[config.mk]
export PLATFORM = sky130hd
export DESIGN_NAME = sdoc_ctrl
export DESIGN_NICKNAME = d
export VERILOG_FILES = /design/src/sdoc_pkg.sv /design/src/sdoc_ctrl.sv
export SDC_FILE = /design/constraint.sdc
export NUM_CORES = 1
export LEC_CHECK = 0
export ABC_CLOCK_PERIOD_IN_PS = 1950
export BUFFER_PORTS_ARGS = -buffer_cell sky130_fd_sc_hd__buf_2
export CAP_MARGIN = 25
export CORE_MARGIN = 1
export CORE_UTILIZATION = 40
export DETAILED_ROUTE_END_ITERATION = 6
export PLACE_DENSITY = 0.74
export SKIP_LAST_GASP = 1
export SLEW_MARGIN = 20
export SYNTH_ARGS = -nofsm -noshare
export SYNTH_HDL_FRONTEND = slang
export SYNTH_SLANG_ARGS = --single-unit
[constraint.sdc]
create_clock -name sys_clk -period 1.95 [get_ports sys_clk]
set_clock_uncertainty 0.05 [all_clocks]
set_input_delay 0.2925 -clock sys_clk [delete_from_list [all_inputs] [get_ports sys_clk]]
set_output_delay 0.2925 -clock sys_clk [all_outputs]
set_load 0.02 [all_outputs]
[src/sdoc_pkg.sv]
// Operation
// - forward is ccw at 0, cw at 1
// - force stop when limit switch trips
// - forward limit off blocks forward, flags overtravel
// - reverse limit off blocks reverse, flags overtravel
// - phase select 0 single, 1 three, after restart
// - three-phase ignored for 50W to 400W drives
// - phase mismatch with supply raises wiring alarm
// - forward limit disable ignores input, after restart
// - reverse limit disable ignores input, after restart
package sdoc_pkg;

  // ---------------------------------------------------------------
  // bus
  // ---------------------------------------------------------------
  localparam int AW = 5;
  localparam int DW = 32;
  localparam int BEW = 4;

  localparam logic [AW-1:0] OFS_CONFIG   = 5'h00;
  localparam logic [AW-1:0] OFS_STATUS   = 5'h04;
  localparam logic [AW-1:0] OFS_IRQ_STAT = 5'h08;
  localparam logic [AW-1:0] OFS_IRQ_MASK = 5'h0c;
  localparam logic [AW-1:0] OFS_CTRL     = 5'h10;

  // ---------------------------------------------------------------
  // config fields
  // ---------------------------------------------------------------
  localparam int CFG_W     = 4;
  localparam int CFG_DIR   = 0;
  localparam int CFG_PHASE = 1;
  localparam int CFG_FDIS  = 2;
  localparam int CFG_RDIS  = 3;
  localparam logic [CFG_W-1:0] CFG_RST = 4'h0;

  localparam int CTRL_RESTART = 0;

  // ---------------------------------------------------------------
  // events and status
  // ---------------------------------------------------------------
  localparam int EV_W    = 3;
  localparam int EV_FOT  = 0;
  localparam int EV_ROT  = 1;
  localparam int EV_WIRE = 2;
  localparam logic [EV_W-1:0] EV_RST = 3'h0;

  localparam int ST_FLIM  = 4;
  localparam int ST_RLIM  = 5;
  localparam int ST_SUP   = 6;
  localparam int ST_FOT   = 7;
  localparam int ST_ROT   = 8;
  localparam int ST_WIRE  = 9;
  localparam int ST_MOT   = 10;

  // ---------------------------------------------------------------
  // misc
  // ---------------------------------------------------------------
  localparam int RATING_MIN_W = 50;
  localparam int RATING_MAX_W = 400;
  localparam int SYNC_STAGES  = 2;
  localparam int SYNC_W       = 3;
  localparam int SY_FLIM      = 0;
  localparam int SY_RLIM      = 1;
  localparam int SY_SUP       = 2;

  typedef enum logic [3:0] {
    MOT_IDLE = 4'h1,
    MOT_FWD  = 4'h2,
    MOT_REV  = 4'h4,
    MOT_HALT = 4'h8
  } sdoc_mot_t;

endpackage : sdoc_pkg

[src/sdoc_ctrl.sv]
`timescale 1ns/10ps
module sdoc_ctrl
  import sdoc_pkg::*;
#(
  parameter int DRIVE_RATING_W = 750
) (
  input  wire logic            sys_clk,
  input  wire logic            rst_b,
  input  wire logic [AW-1:0]   avs_address,
  input  wire logic            avs_read,
  input  wire logic            avs_write,
  input  wire logic [DW-1:0]   avs_writedata,
  input  wire logic [BEW-1:0]  avs_byteenable,
  output logic      [DW-1:0]   avs_readdata,
  output logic                 avs_waitrequest,
  input  wire logic            forward_limit_in,
  input  wire logic            reverse_limit_in,
  input  wire logic            supply_three_phase_in,
  input  wire logic            ref_fwd,
  input  wire logic            ref_rev,
  output logic                 drive_ccw,
  output logic                 drive_cw,
  output logic                 motor_stop,
  output logic                 fwd_overtravel,
  output logic                 rev_overtravel,
  output logic                 wiring_error_alarm,
  output logic                 irq
);

  // ---------------------------------------------------------------
  // helpers
  // ---------------------------------------------------------------
  localparam logic RATING_LOW = (DRIVE_RATING_W >= RATING_MIN_W) &&
                                (DRIVE_RATING_W <= RATING_MAX_W);

  function automatic logic hit(input logic [AW-1:0] a,
                               input logic [AW-1:0] ofs);
    hit = (a == ofs);
  endfunction : hit

  function automatic sdoc_mot_t mot_eval(input logic f,
                                         input logic r,
                                         input logic fot,
                                         input logic rot);
    if (f && !r) begin
      mot_eval = fot ? MOT_HALT : MOT_FWD;
    end else if (r && !f) begin
      mot_eval = rot ? MOT_HALT : MOT_REV;
    end else begin
      mot_eval = MOT_IDLE;
    end
  endfunction : mot_eval

  // ---------------------------------------------------------------
  // input synchronisers
  // ---------------------------------------------------------------
  logic [SYNC_W-1:0] sync_in;
  logic [SYNC_W-1:0] sync_s;

  assign sync_in[SY_FLIM] = forward_limit_in;
  assign sync_in[SY_RLIM] = reverse_limit_in;
  assign sync_in[SY_SUP]  = supply_three_phase_in;

  genvar gi;
  generate
    for (gi = 0; gi < SYNC_W; gi++) begin : g_sync
      logic [SYNC_STAGES-1:0] ff_r;
      always_ff @(posedge sys_clk or negedge rst_b) begin
        if (!rst_b) begin
          ff_r <= '0;
        end else begin
          ff_r <= {ff_r[SYNC_STAGES-2:0], sync_in[gi]};
        end
      end
      assign sync_s[gi] = ff_r[SYNC_STAGES-1];
    end
  endgenerate

  // ---------------------------------------------------------------
  // state
  // ---------------------------------------------------------------
  logic [CFG_W-1:0] cfg_r,  cfg_nxt;
  logic [CFG_W-1:0] act_r,  act_nxt;
  logic [EV_W-1:0]  ist_r,  ist_nxt;
  logic [EV_W-1:0]  imsk_r, imsk_nxt;
  logic [EV_W-1:0]  cond_r, cond_nxt;
  sdoc_mot_t        mot_r,  mot_nxt;
  logic             wait_r, wait_nxt;
  logic [DW-1:0]    rd_r,   rd_nxt;
  logic             ccw_r,  ccw_nxt;
  logic             cw_r,   cw_nxt;
  logic             stop_r, stop_nxt;
  logic             irq_r,  irq_nxt;

  logic            req;
  logic            wr_acc;
  logic            wr_lo;
  logic            fot;
  logic            rot;
  logic            three_ph;
  logic            wire_err;
  logic [EV_W-1:0] ev;
  logic [EV_W-1:0] clr;

  // ---------------------------------------------------------------
  // gating and alarm
  // ---------------------------------------------------------------
  always_comb begin
    fot      = !act_r[CFG_FDIS] && !sync_s[SY_FLIM];
    rot      = !act_r[CFG_RDIS] && !sync_s[SY_RLIM];
    three_ph = act_r[CFG_PHASE] && !RATING_LOW;
    wire_err = three_ph != sync_s[SY_SUP];
    cond_nxt = '0;
    cond_nxt[EV_FOT]  = fot;
    cond_nxt[EV_ROT]  = rot;
    cond_nxt[EV_WIRE] = wire_err;
    ev = cond_nxt & ~cond_r;
  end

  // ---------------------------------------------------------------
  // motion state machine
  // ---------------------------------------------------------------
  always_comb begin
    case (mot_r)
      MOT_HALT: begin
        if (!ref_fwd && !ref_rev) begin
          mot_nxt = MOT_IDLE;
        end else begin
          mot_nxt = mot_eval(ref_fwd, ref_rev, fot, rot);
        end
      end
      default: begin
        mot_nxt = mot_eval(ref_fwd, ref_rev, fot, rot);
      end
    endcase
    ccw_nxt  = ((mot_nxt == MOT_FWD) && !act_r[CFG_DIR]) ||
               ((mot_nxt == MOT_REV) &&  act_r[CFG_DIR]);
    cw_nxt   = ((mot_nxt == MOT_FWD) &&  act_r[CFG_DIR]) ||
               ((mot_nxt == MOT_REV) && !act_r[CFG_DIR]);
    stop_nxt = (mot_nxt == MOT_HALT);
  end

  always_ff @(posedge sys_clk or negedge rst_b) begin
    if (!rst_b) begin
      mot_r  <= MOT_IDLE;
      ccw_r  <= 1'b0;
      cw_r   <= 1'b0;
      stop_r <= 1'b0;
      cond_r <= EV_RST;
    end else begin
      mot_r  <= mot_nxt;
      ccw_r  <= ccw_nxt;
      cw_r   <= cw_nxt;
      stop_r <= stop_nxt;
      cond_r <= cond_nxt;
    end
  end

  // ---------------------------------------------------------------
  // register bus
  // ---------------------------------------------------------------
  always_comb begin
    req      = avs_read || avs_write;
    wr_acc   = avs_write && !wait_r;
    wr_lo    = wr_acc && avs_byteenable[0];
    wait_nxt = !(req && wait_r);
    cfg_nxt  = cfg_r;
    act_nxt  = act_r;
    imsk_nxt = imsk_r;
    clr      = '0;
    rd_nxt   = rd_r;
    if (wr_lo && hit(avs_address, OFS_CONFIG)) begin
      cfg_nxt = avs_writedata[CFG_W-1:0];
    end else if (wr_lo && hit(avs_address, OFS_IRQ_STAT)) begin
      clr = avs_writedata[EV_W-1:0];
    end else if (wr_lo && hit(avs_address, OFS_IRQ_MASK)) begin
      imsk_nxt = avs_writedata[EV_W-1:0];
    end else if (wr_lo && hit(avs_address, OFS_CTRL)) begin
      if (avs_writedata[CTRL_RESTART]) begin
        act_nxt = cfg_r;
      end
    end
    if (avs_read && wait_r) begin
      rd_nxt = '0;
      if (hit(avs_address, OFS_CONFIG)) begin
        rd_nxt[CFG_W-1:0] = cfg_r;
      end else if (hit(avs_address, OFS_STATUS)) begin
        rd_nxt[CFG_W-1:0]        = act_r;
        rd_nxt[ST_FLIM]          = sync_s[SY_FLIM];
        rd_nxt[ST_RLIM]          = sync_s[SY_RLIM];
        rd_nxt[ST_SUP]           = sync_s[SY_SUP];
        rd_nxt[ST_FOT]           = cond_r[EV_FOT];
        rd_nxt[ST_ROT]           = cond_r[EV_ROT];
        rd_nxt[ST_WIRE]          = cond_r[EV_WIRE];
        rd_nxt[ST_MOT+3:ST_MOT]  = mot_r;
      end else if (hit(avs_address, OFS_IRQ_STAT)) begin
        rd_nxt[EV_W-1:0] = ist_r;
      end else if (hit(avs_address, OFS_IRQ_MASK)) begin
        rd_nxt[EV_W-1:0] = imsk_r;
      end
    end
    // set wins over a clear in the same cycle
    ist_nxt = (ist_r & ~clr) | ev;
    irq_nxt = |(ist_nxt & imsk_nxt);
  end

  always_ff @(posedge sys_clk or negedge rst_b) begin
    if (!rst_b) begin
      wait_r <= 1'b1;
      rd_r   <= '0;
      cfg_r  <= CFG_RST;
      act_r  <= CFG_RST;
      ist_r  <= EV_RST;
      imsk_r <= EV_RST;
      irq_r  <= 1'b0;
    end else begin
      wait_r <= wait_nxt;
      rd_r   <= rd_nxt;
      cfg_r  <= cfg_nxt;
      act_r  <= act_nxt;
      ist_r  <= ist_nxt;
      imsk_r <= imsk_nxt;
      irq_r  <= irq_nxt;
    end
  end

  // ---------------------------------------------------------------
  // outputs
  // ---------------------------------------------------------------
  assign avs_readdata       = rd_r;
  assign avs_waitrequest    = wait_r;
  assign drive_ccw          = ccw_r;
  assign drive_cw           = cw_r;
  assign motor_stop         = stop_r;
  assign fwd_overtravel     = cond_r[EV_FOT];
  assign rev_overtravel     = cond_r[EV_ROT];
  assign wiring_error_alarm = cond_r[EV_WIRE];
  assign irq                = irq_r;

endmodule : sdoc_ctrl

==> out/qor.yml, run 1 <==
cts_repair_resize_count: 0
coreArea_um2: 4790
place_area_um2: 2240
post-route-min-period_ns: 1.62
grt_pass1_wl_mm: 5.89
maxSlewViolCount: 0
wl_met3_um: 154
vias: 1270
drt-initial-drc-count: 55
n_antenna_cell: 0
totalWireLength_mm: 3.64
cts_sinks: 46
routed.top_layer: "met4"
routedWlPerCell_um: 13.7
worstSkewPairLatency_ns: 0.30
tightest_slew_ns: 0.727
synth_seq_area_share: 0.573
gp_congestion: 0.802
port_buffers: 40
power_mw: 1.82
die_w_um: 72.9
syn_area_per_cell_um2: 13.3
initial_utilization: 0.420
criticalPathCategory: "flop to flop"
syn_area_um2: 2010
yosysWarnings: 0
cts_buffer_depth: 2
cts.hold.buffers_added: 0
fmax_mhz: 618
cts_max_level: 2
fin_tns_setup_ns: 0
post_cts_buffers: 0
hpwl_mm: 2.73
track_usage: 0.151
mostFrequentLayoutCell: "dfrtp_1"
grt_overflow_total: 0
boundaryPins: 90
setup-violations-final: 0
grt_pass1_vias: 1198
route.detailed.drc: 0
post-place-ws_ns: 0.307
fin_area_um2: 2330
syn_inst: 151
via_per_inst: 4.77
area_growth_pct: 15.7
violations: "negative hold slack"
antenna_left: 0
root_buffer: "clkbuf_8"
hold_viol: 15
wl_met1_mm: 1.65
power.leakage_nw: 1.21
fill_cells: 440
crit_required_ns: 2.09
antenna_found_initial: 0
ys_ff_latch: 46
ys_types: 36
p_per_area_nw_per_um2: 783
die_area_um2: 5320
final_nets: 251
cts_buffers: 5
worst_ep_arrival_time_ns: 1.76
wl_met2_mm: 1.75
relSlewSlack: 0.515
holdCritPathClass: "primary input to async pin"
max_cap_viol_count: 0
fp-row-count: 25
die_h_um: 72.9
start_kind: "flop"
cp_max_fo: 6
worst_slack_ns: 0.333
outcome: "finished, violations left"
clk_pin_slew_worst_paths_ns: 0.09
drive_gt1_frac: 0.337
dr.pass1.iters: 4
cts_tree: "yes"
ir_drop_mv: 0.388
worst_hold_slack_ns: -0.0101
grt_setup_unrepaired: "false"
layout_common_cells: "44 x dfrtp_1, 40 x buf_2, 18 x conb_1, 14 x a22o_1"
end_kind: "flop"
grt_start_max_net_pins: 35
finalCritPeriodShare: 0.829
## layout make-up
cell class                      count  area (µm²)  share of cell area
Clock inverter                      3        23.8              0.0102
Clock buffer                        5        68.8              0.0296
Inverter                            8        30.0              0.0129
Multi-Input combinational cell     93         738               0.317
Timing Repair Buffer               44         230              0.0989
Sequential cell                    46        1150               0.495
Tap cell                           67        83.8              0.0360
## kinds of logic (layout without fill, tap and decap cells)
family	Yosys count	in the layout	synth area share
AO/OA/AOI/OAI	28	28	0.108
adder cells (fa/ha/maj)	3	3	0.0187
other	1	18	0.00186
XOR/XNOR	1	1	0.00435
flip-flops	46	46	0.573
multiplexers	16	16	0.109
AND/OR/NAND/NOR	27	27	0.0939
buffers and inverters	29	60	0.0914
## critical path, stage by stage, from the launching register on
cell and delay [ns]:
dfstp_2 0.57, and4bb_2 0.29, nand3_1 0.23, mux2_2 0.36
## metal layers
layer	vias up	global-route usage
li1	604	-
met1	623	0.196
met2	35	0.231
met3	8	0.0456
met4	0	0.0741
met5	-	0
## final timing paths
path,cells past startpoint,slack (ns),startpoint,end
setup / recovery,3,0.33,avs_waitrequest,act_r[1]
hold / removal,1,-0.01,rst_b,irq
setup reg to reg,3,0.33,avs_waitrequest,act_r[1]
hold reg to reg,0,0.30,g_sync[1].ff_r[0],g_sync[1].ff_r[1]
max in group asynchronous,2,1.28,rst_b,motor_stop
min in group sys_clk,1,0.04,forward_limit_in,g_sync[0].ff_r[0]
## flip-flops by register name, summed over array words and instances (netlist names)
name	count
ist_r	3
drive_ccw	1
motor_stop	1
g_sync.ff_r	6
avs_readdata	14
drive_cw	1
mot_r	4
imsk_r	3
irq	1
avs_waitrequest	1
cond_r	3
cfg_r	4
act_r	4
## where the power goes
part / total [mW] / internal (mW) / switching (mW)
clock: 0.590 / 0.256 / 0.333
sequential: 1.02 / 0.998 / 0.0259
combinational: 0.210 / 0.0737 / 0.136
## cells in the mapped netlist
master	n	area share
a22o_1	14	0.061
and4bb_2	1	0.0062
dfstp_2	2	0.026
nor3_1	1	0.0025
nor4_1	2	0.0062
clkbuf_1	1	0.0019
o21ai_0	3	0.0075
mux2i_1	5	0.025
and4_1	1	0.0044
nor4b_1	3	0.013
and2b_1	2	0.0075
and3_2	1	0.0037
a21oi_1	4	0.010
and4b_1	1	0.0050
a211oi_1	2	0.0075
or2_2	1	0.0031
or3_1	1	0.0031
nor4b_4	1	0.012
and2_4	1	0.0044
mux2_2	8	0.045
nand2b_1	1	0.0031
nor2_1	5	0.0093
inv_1	8	0.015
a32oi_1	1	0.0044
conb_1	1	0.0019
nand3_1	2	0.0050
o221ai_1	1	0.0044
ha_1	3	0.019
buf_4	20	0.075
mux4_1	3	0.039
xor2_1	1	0.0044
a21boi_0	1	0.0037
o211a_1	1	0.0050
o31a_1	1	0.0044
dfrtp_1	44	0.55
nand2_1	3	0.0056
## metrics by stage
stage,hold WS (ns),instances,util
floorplan,-0.0531,168,-
global placement,0.281,258,0.467
detailed placement,0.285,258,0.467
CTS,0.0154,266,0.487
global route,0.0290,266,0.487
finish,-0.0101,266,0.487
Note: power is estimated with default switching activity, not from simulation.
==> run 2, diff against run 1 <==
--- a/config.mk
+++ b/config.mk
@@ -5,7 +5,8 @@
 export SDC_FILE = /design/constraint.sdc
 export NUM_CORES = 1
 export LEC_CHECK = 0
-export ABC_CLOCK_PERIOD_IN_PS = 1950
+export ABC_AREA = 1
+export ABC_CLOCK_PERIOD_IN_PS = 1600
 export BUFFER_PORTS_ARGS = -buffer_cell sky130_fd_sc_hd__buf_2
 export CAP_MARGIN = 25
 export CORE_MARGIN = 1
==> constraint.sdc (replaced) <==
create_clock -name sys_clk -period 1.6 [get_ports sys_clk]
set_clock_uncertainty 0.05 [all_clocks]
set_input_delay 0.24 -clock sys_clk [delete_from_list [all_inputs] [get_ports sys_clk]]
set_output_delay 0.24 -clock sys_clk [all_outputs]
set_load 0.02 [all_outputs]
==> run 2 against run 1 <==
Clock power grew 41%. Via count up 23%. Sequential cell count stayed put. Hold slack improved by 0.087 ns. Area after synthesis rose by 0.25%. Routed wire length increased by 7.2%. The flow now finishes without violations. Synthesized cell count increased by 48%.
==> out/qor.yml, run 2 <==
outcome: "complete, no violations"
ir_drop_mv: 0.413
drive_gt1_frac: 0.219
holdCritPathClass: "primary input to flop"
yosysWarnings: 0
ys_ff_latch: 46
async_reset_ff_frac: 1.00
initial_utilization: 0.421
vias: 1559
grt_overflow_total: 0
cts_max_level: 2
cts_buffer_depth: 2
power_mw: 2.42
die_h_um: 73.0
synth_ff_type: "dfrtp_1"
cts_tree: "yes"
critPathMostFrequentCell: "nand2_1"
gp_congestion: 0.890
port_buffers: 40
grt_setup_unrepaired: "false"
syn_area_per_cell_um2: 9.00
register_area_um2: 1150
synth_top_cells_by_count: "76 x nand2_1, 44 x dfrtp_1, 22 x inv_1"
r2r_end: "irq"
cp_cell_sequence: "nor2_2 > inv_1 > nor2_1 > nand2_1 > nand2_1 > nand2_1 > nand3_1"
yosys-top-cells-area: "dfrtp_1 55%, nand2_1 14%, buf_4 6.7%, inv_1 4.1%, o21ai_0 3.0%"
syn_inst: 224
cts_repair_resize_count: 0
n_antenna_cell: 0
max_cap_viol_count: 0
track_usage: 0.160
worstSkewPairLatency_ns: 0.30
reg2regPathDepth: 7
finalCritPeriodShare: 0.876
min_path_cells: 2
yosysTopAreaCell: "dfrtp_1"
r2r-start: "avs_waitrequest"
clk_pin_slew_worst_paths_ns: 0.07
post-route-min-period_ns: 1.40
drt-initial-drc-count: 107
setup-violations-final: 0
mostFrequentLayoutCell: "nand2_1"
via_per_inst: 4.52
worst_hold_slack_ns: 0.0767
hpwl_mm: 3.03
post-place-ws_ns: 0.128
die_w_um: 73.0
cp_slowest_cell: "dfstp_2"
layout_common_cells: "76 x nand2_1, 44 x dfrtp_1, 40 x buf_2, 22 x inv_1, 18 x conb_1"
cts_buffers: 5
cp_num_buf_inv: 1
utilization: 0.505
r2r_slack_ns: 0.20
criticalPathCategory: "flop to flop"
final_nets: 330
area_growth_pct: 19.9
worst_slack_ns: 0.198
syn_area_um2: 2020
multiInputGateArea_um2: 698
grt_pass1_vias: 1441
end_kind: "flop"
ys_types: 22
maxSlewViolCount: 0
boundaryPins: 90
totalWireLength_mm: 3.90
grt_pass1_wl_mm: 6.31
root_buffer: "clkbuf_8"
cts_sinks: 46
fmax_mhz: 713
fin_area_um2: 2420
max_stage_delay_ns: 0.39
power.leakage_nw: 1.33
coreArea_um2: 4790
crit_required_ns: 1.78
fin_tns_setup_ns: 0
cp_max_fo: 6
antenna_found_initial: 0
synth_edf_count: 0
min_to: "avs_waitrequest"
hold_viol: 0
p_per_area_nw_per_um2: 1000
synth_top_area_frac: 0.546
start_kind: "flop"
worst_ep_arrival_time_ns: 1.58
die_area_um2: 5330
post-synth-top-count-cell: "nand2_1"
fill_cells: 468
route.detailed.drc: 0
place_area_um2: 2270
post-place-cells: 333
path_delay_family: "simple AND/OR/NAND/NOR gates"
largest_reg_flops: 14
hold_start: "avs_read"
synth_seq_area_share: 0.572
grt_start_max_net_pins: 32
routedWlPerCell_um: 11.3
dr.pass1.iters: 4
antenna_left: 0
fp-row-count: 25
instances_no_fill: 345
-- run 2: worst max path at each step --
| stage | start | slack (ns) | depth (start not counted) | end |
|---|---|---|---|---|
| after floorplan | avs_waitrequest | 0.17 | 4 | avs_readdata[11] |
| after global placement | avs_address[1] | 0.16 | 9 | avs_readdata[1] |
| after detailed placement | avs_address[1] | 0.13 | 9 | avs_readdata[1] |
| after CTS | avs_waitrequest | 0.19 | 7 | irq |
| after global routing | avs_waitrequest | 0.09 | 7 | irq |
| final | avs_waitrequest | 0.20 | 7 | irq |
-- run 2: cells by family after synthesis --
| family | after synthesis | share of synthesized area |
|---|---|---|
| adder cells (fa/ha/maj) | 3 | 0.0186 |
| AO/OA/AOI/OAI | 22 | 0.0546 |
| other | 1 | 0.00186 |
| AND/OR/NAND/NOR | 108 | 0.235 |
| XOR/XNOR | 1 | 0.00434 |
| buffers and inverters | 43 | 0.114 |
| flip-flops | 46 | 0.572 |
-- run 2: routing by layer --
metal / global-route usage / routed length (µm) / vias to the layer above
met3: 0.0180 / 189 / 7
met1: 0.205 / 1810 / 733
met5: 0 / 0 / -
met2: 0.263 / 1820 / 50
met4: 0.0871 / 87 / 0
li1: - / - / 769
-- run 2: what timing repair did --
item | CTS | global route
hold buffers | 3 | 1
setup endpoints to repair | 0 | 0
buffers inserted | 0 | 0
hold endpoints to repair | 17 | 1
-- run 2: cell type report --
type	count	area share
clock buffers	5	0.0285
multi-input cells	152	0.289
repair buffers	48	0.117
clock inverters	3	0.0166
well taps	67	0.0347
flip-flops and latches	46	0.477
inverters	24	0.0373
-- run 2: where the power goes --
group,total (mW),switching (mW),internal [mW]
clock,0.834,0.374,0.460
sequential,1.27,0.0364,1.24
combinational,0.310,0.218,0.0920
total,2.42,0.628,1.79
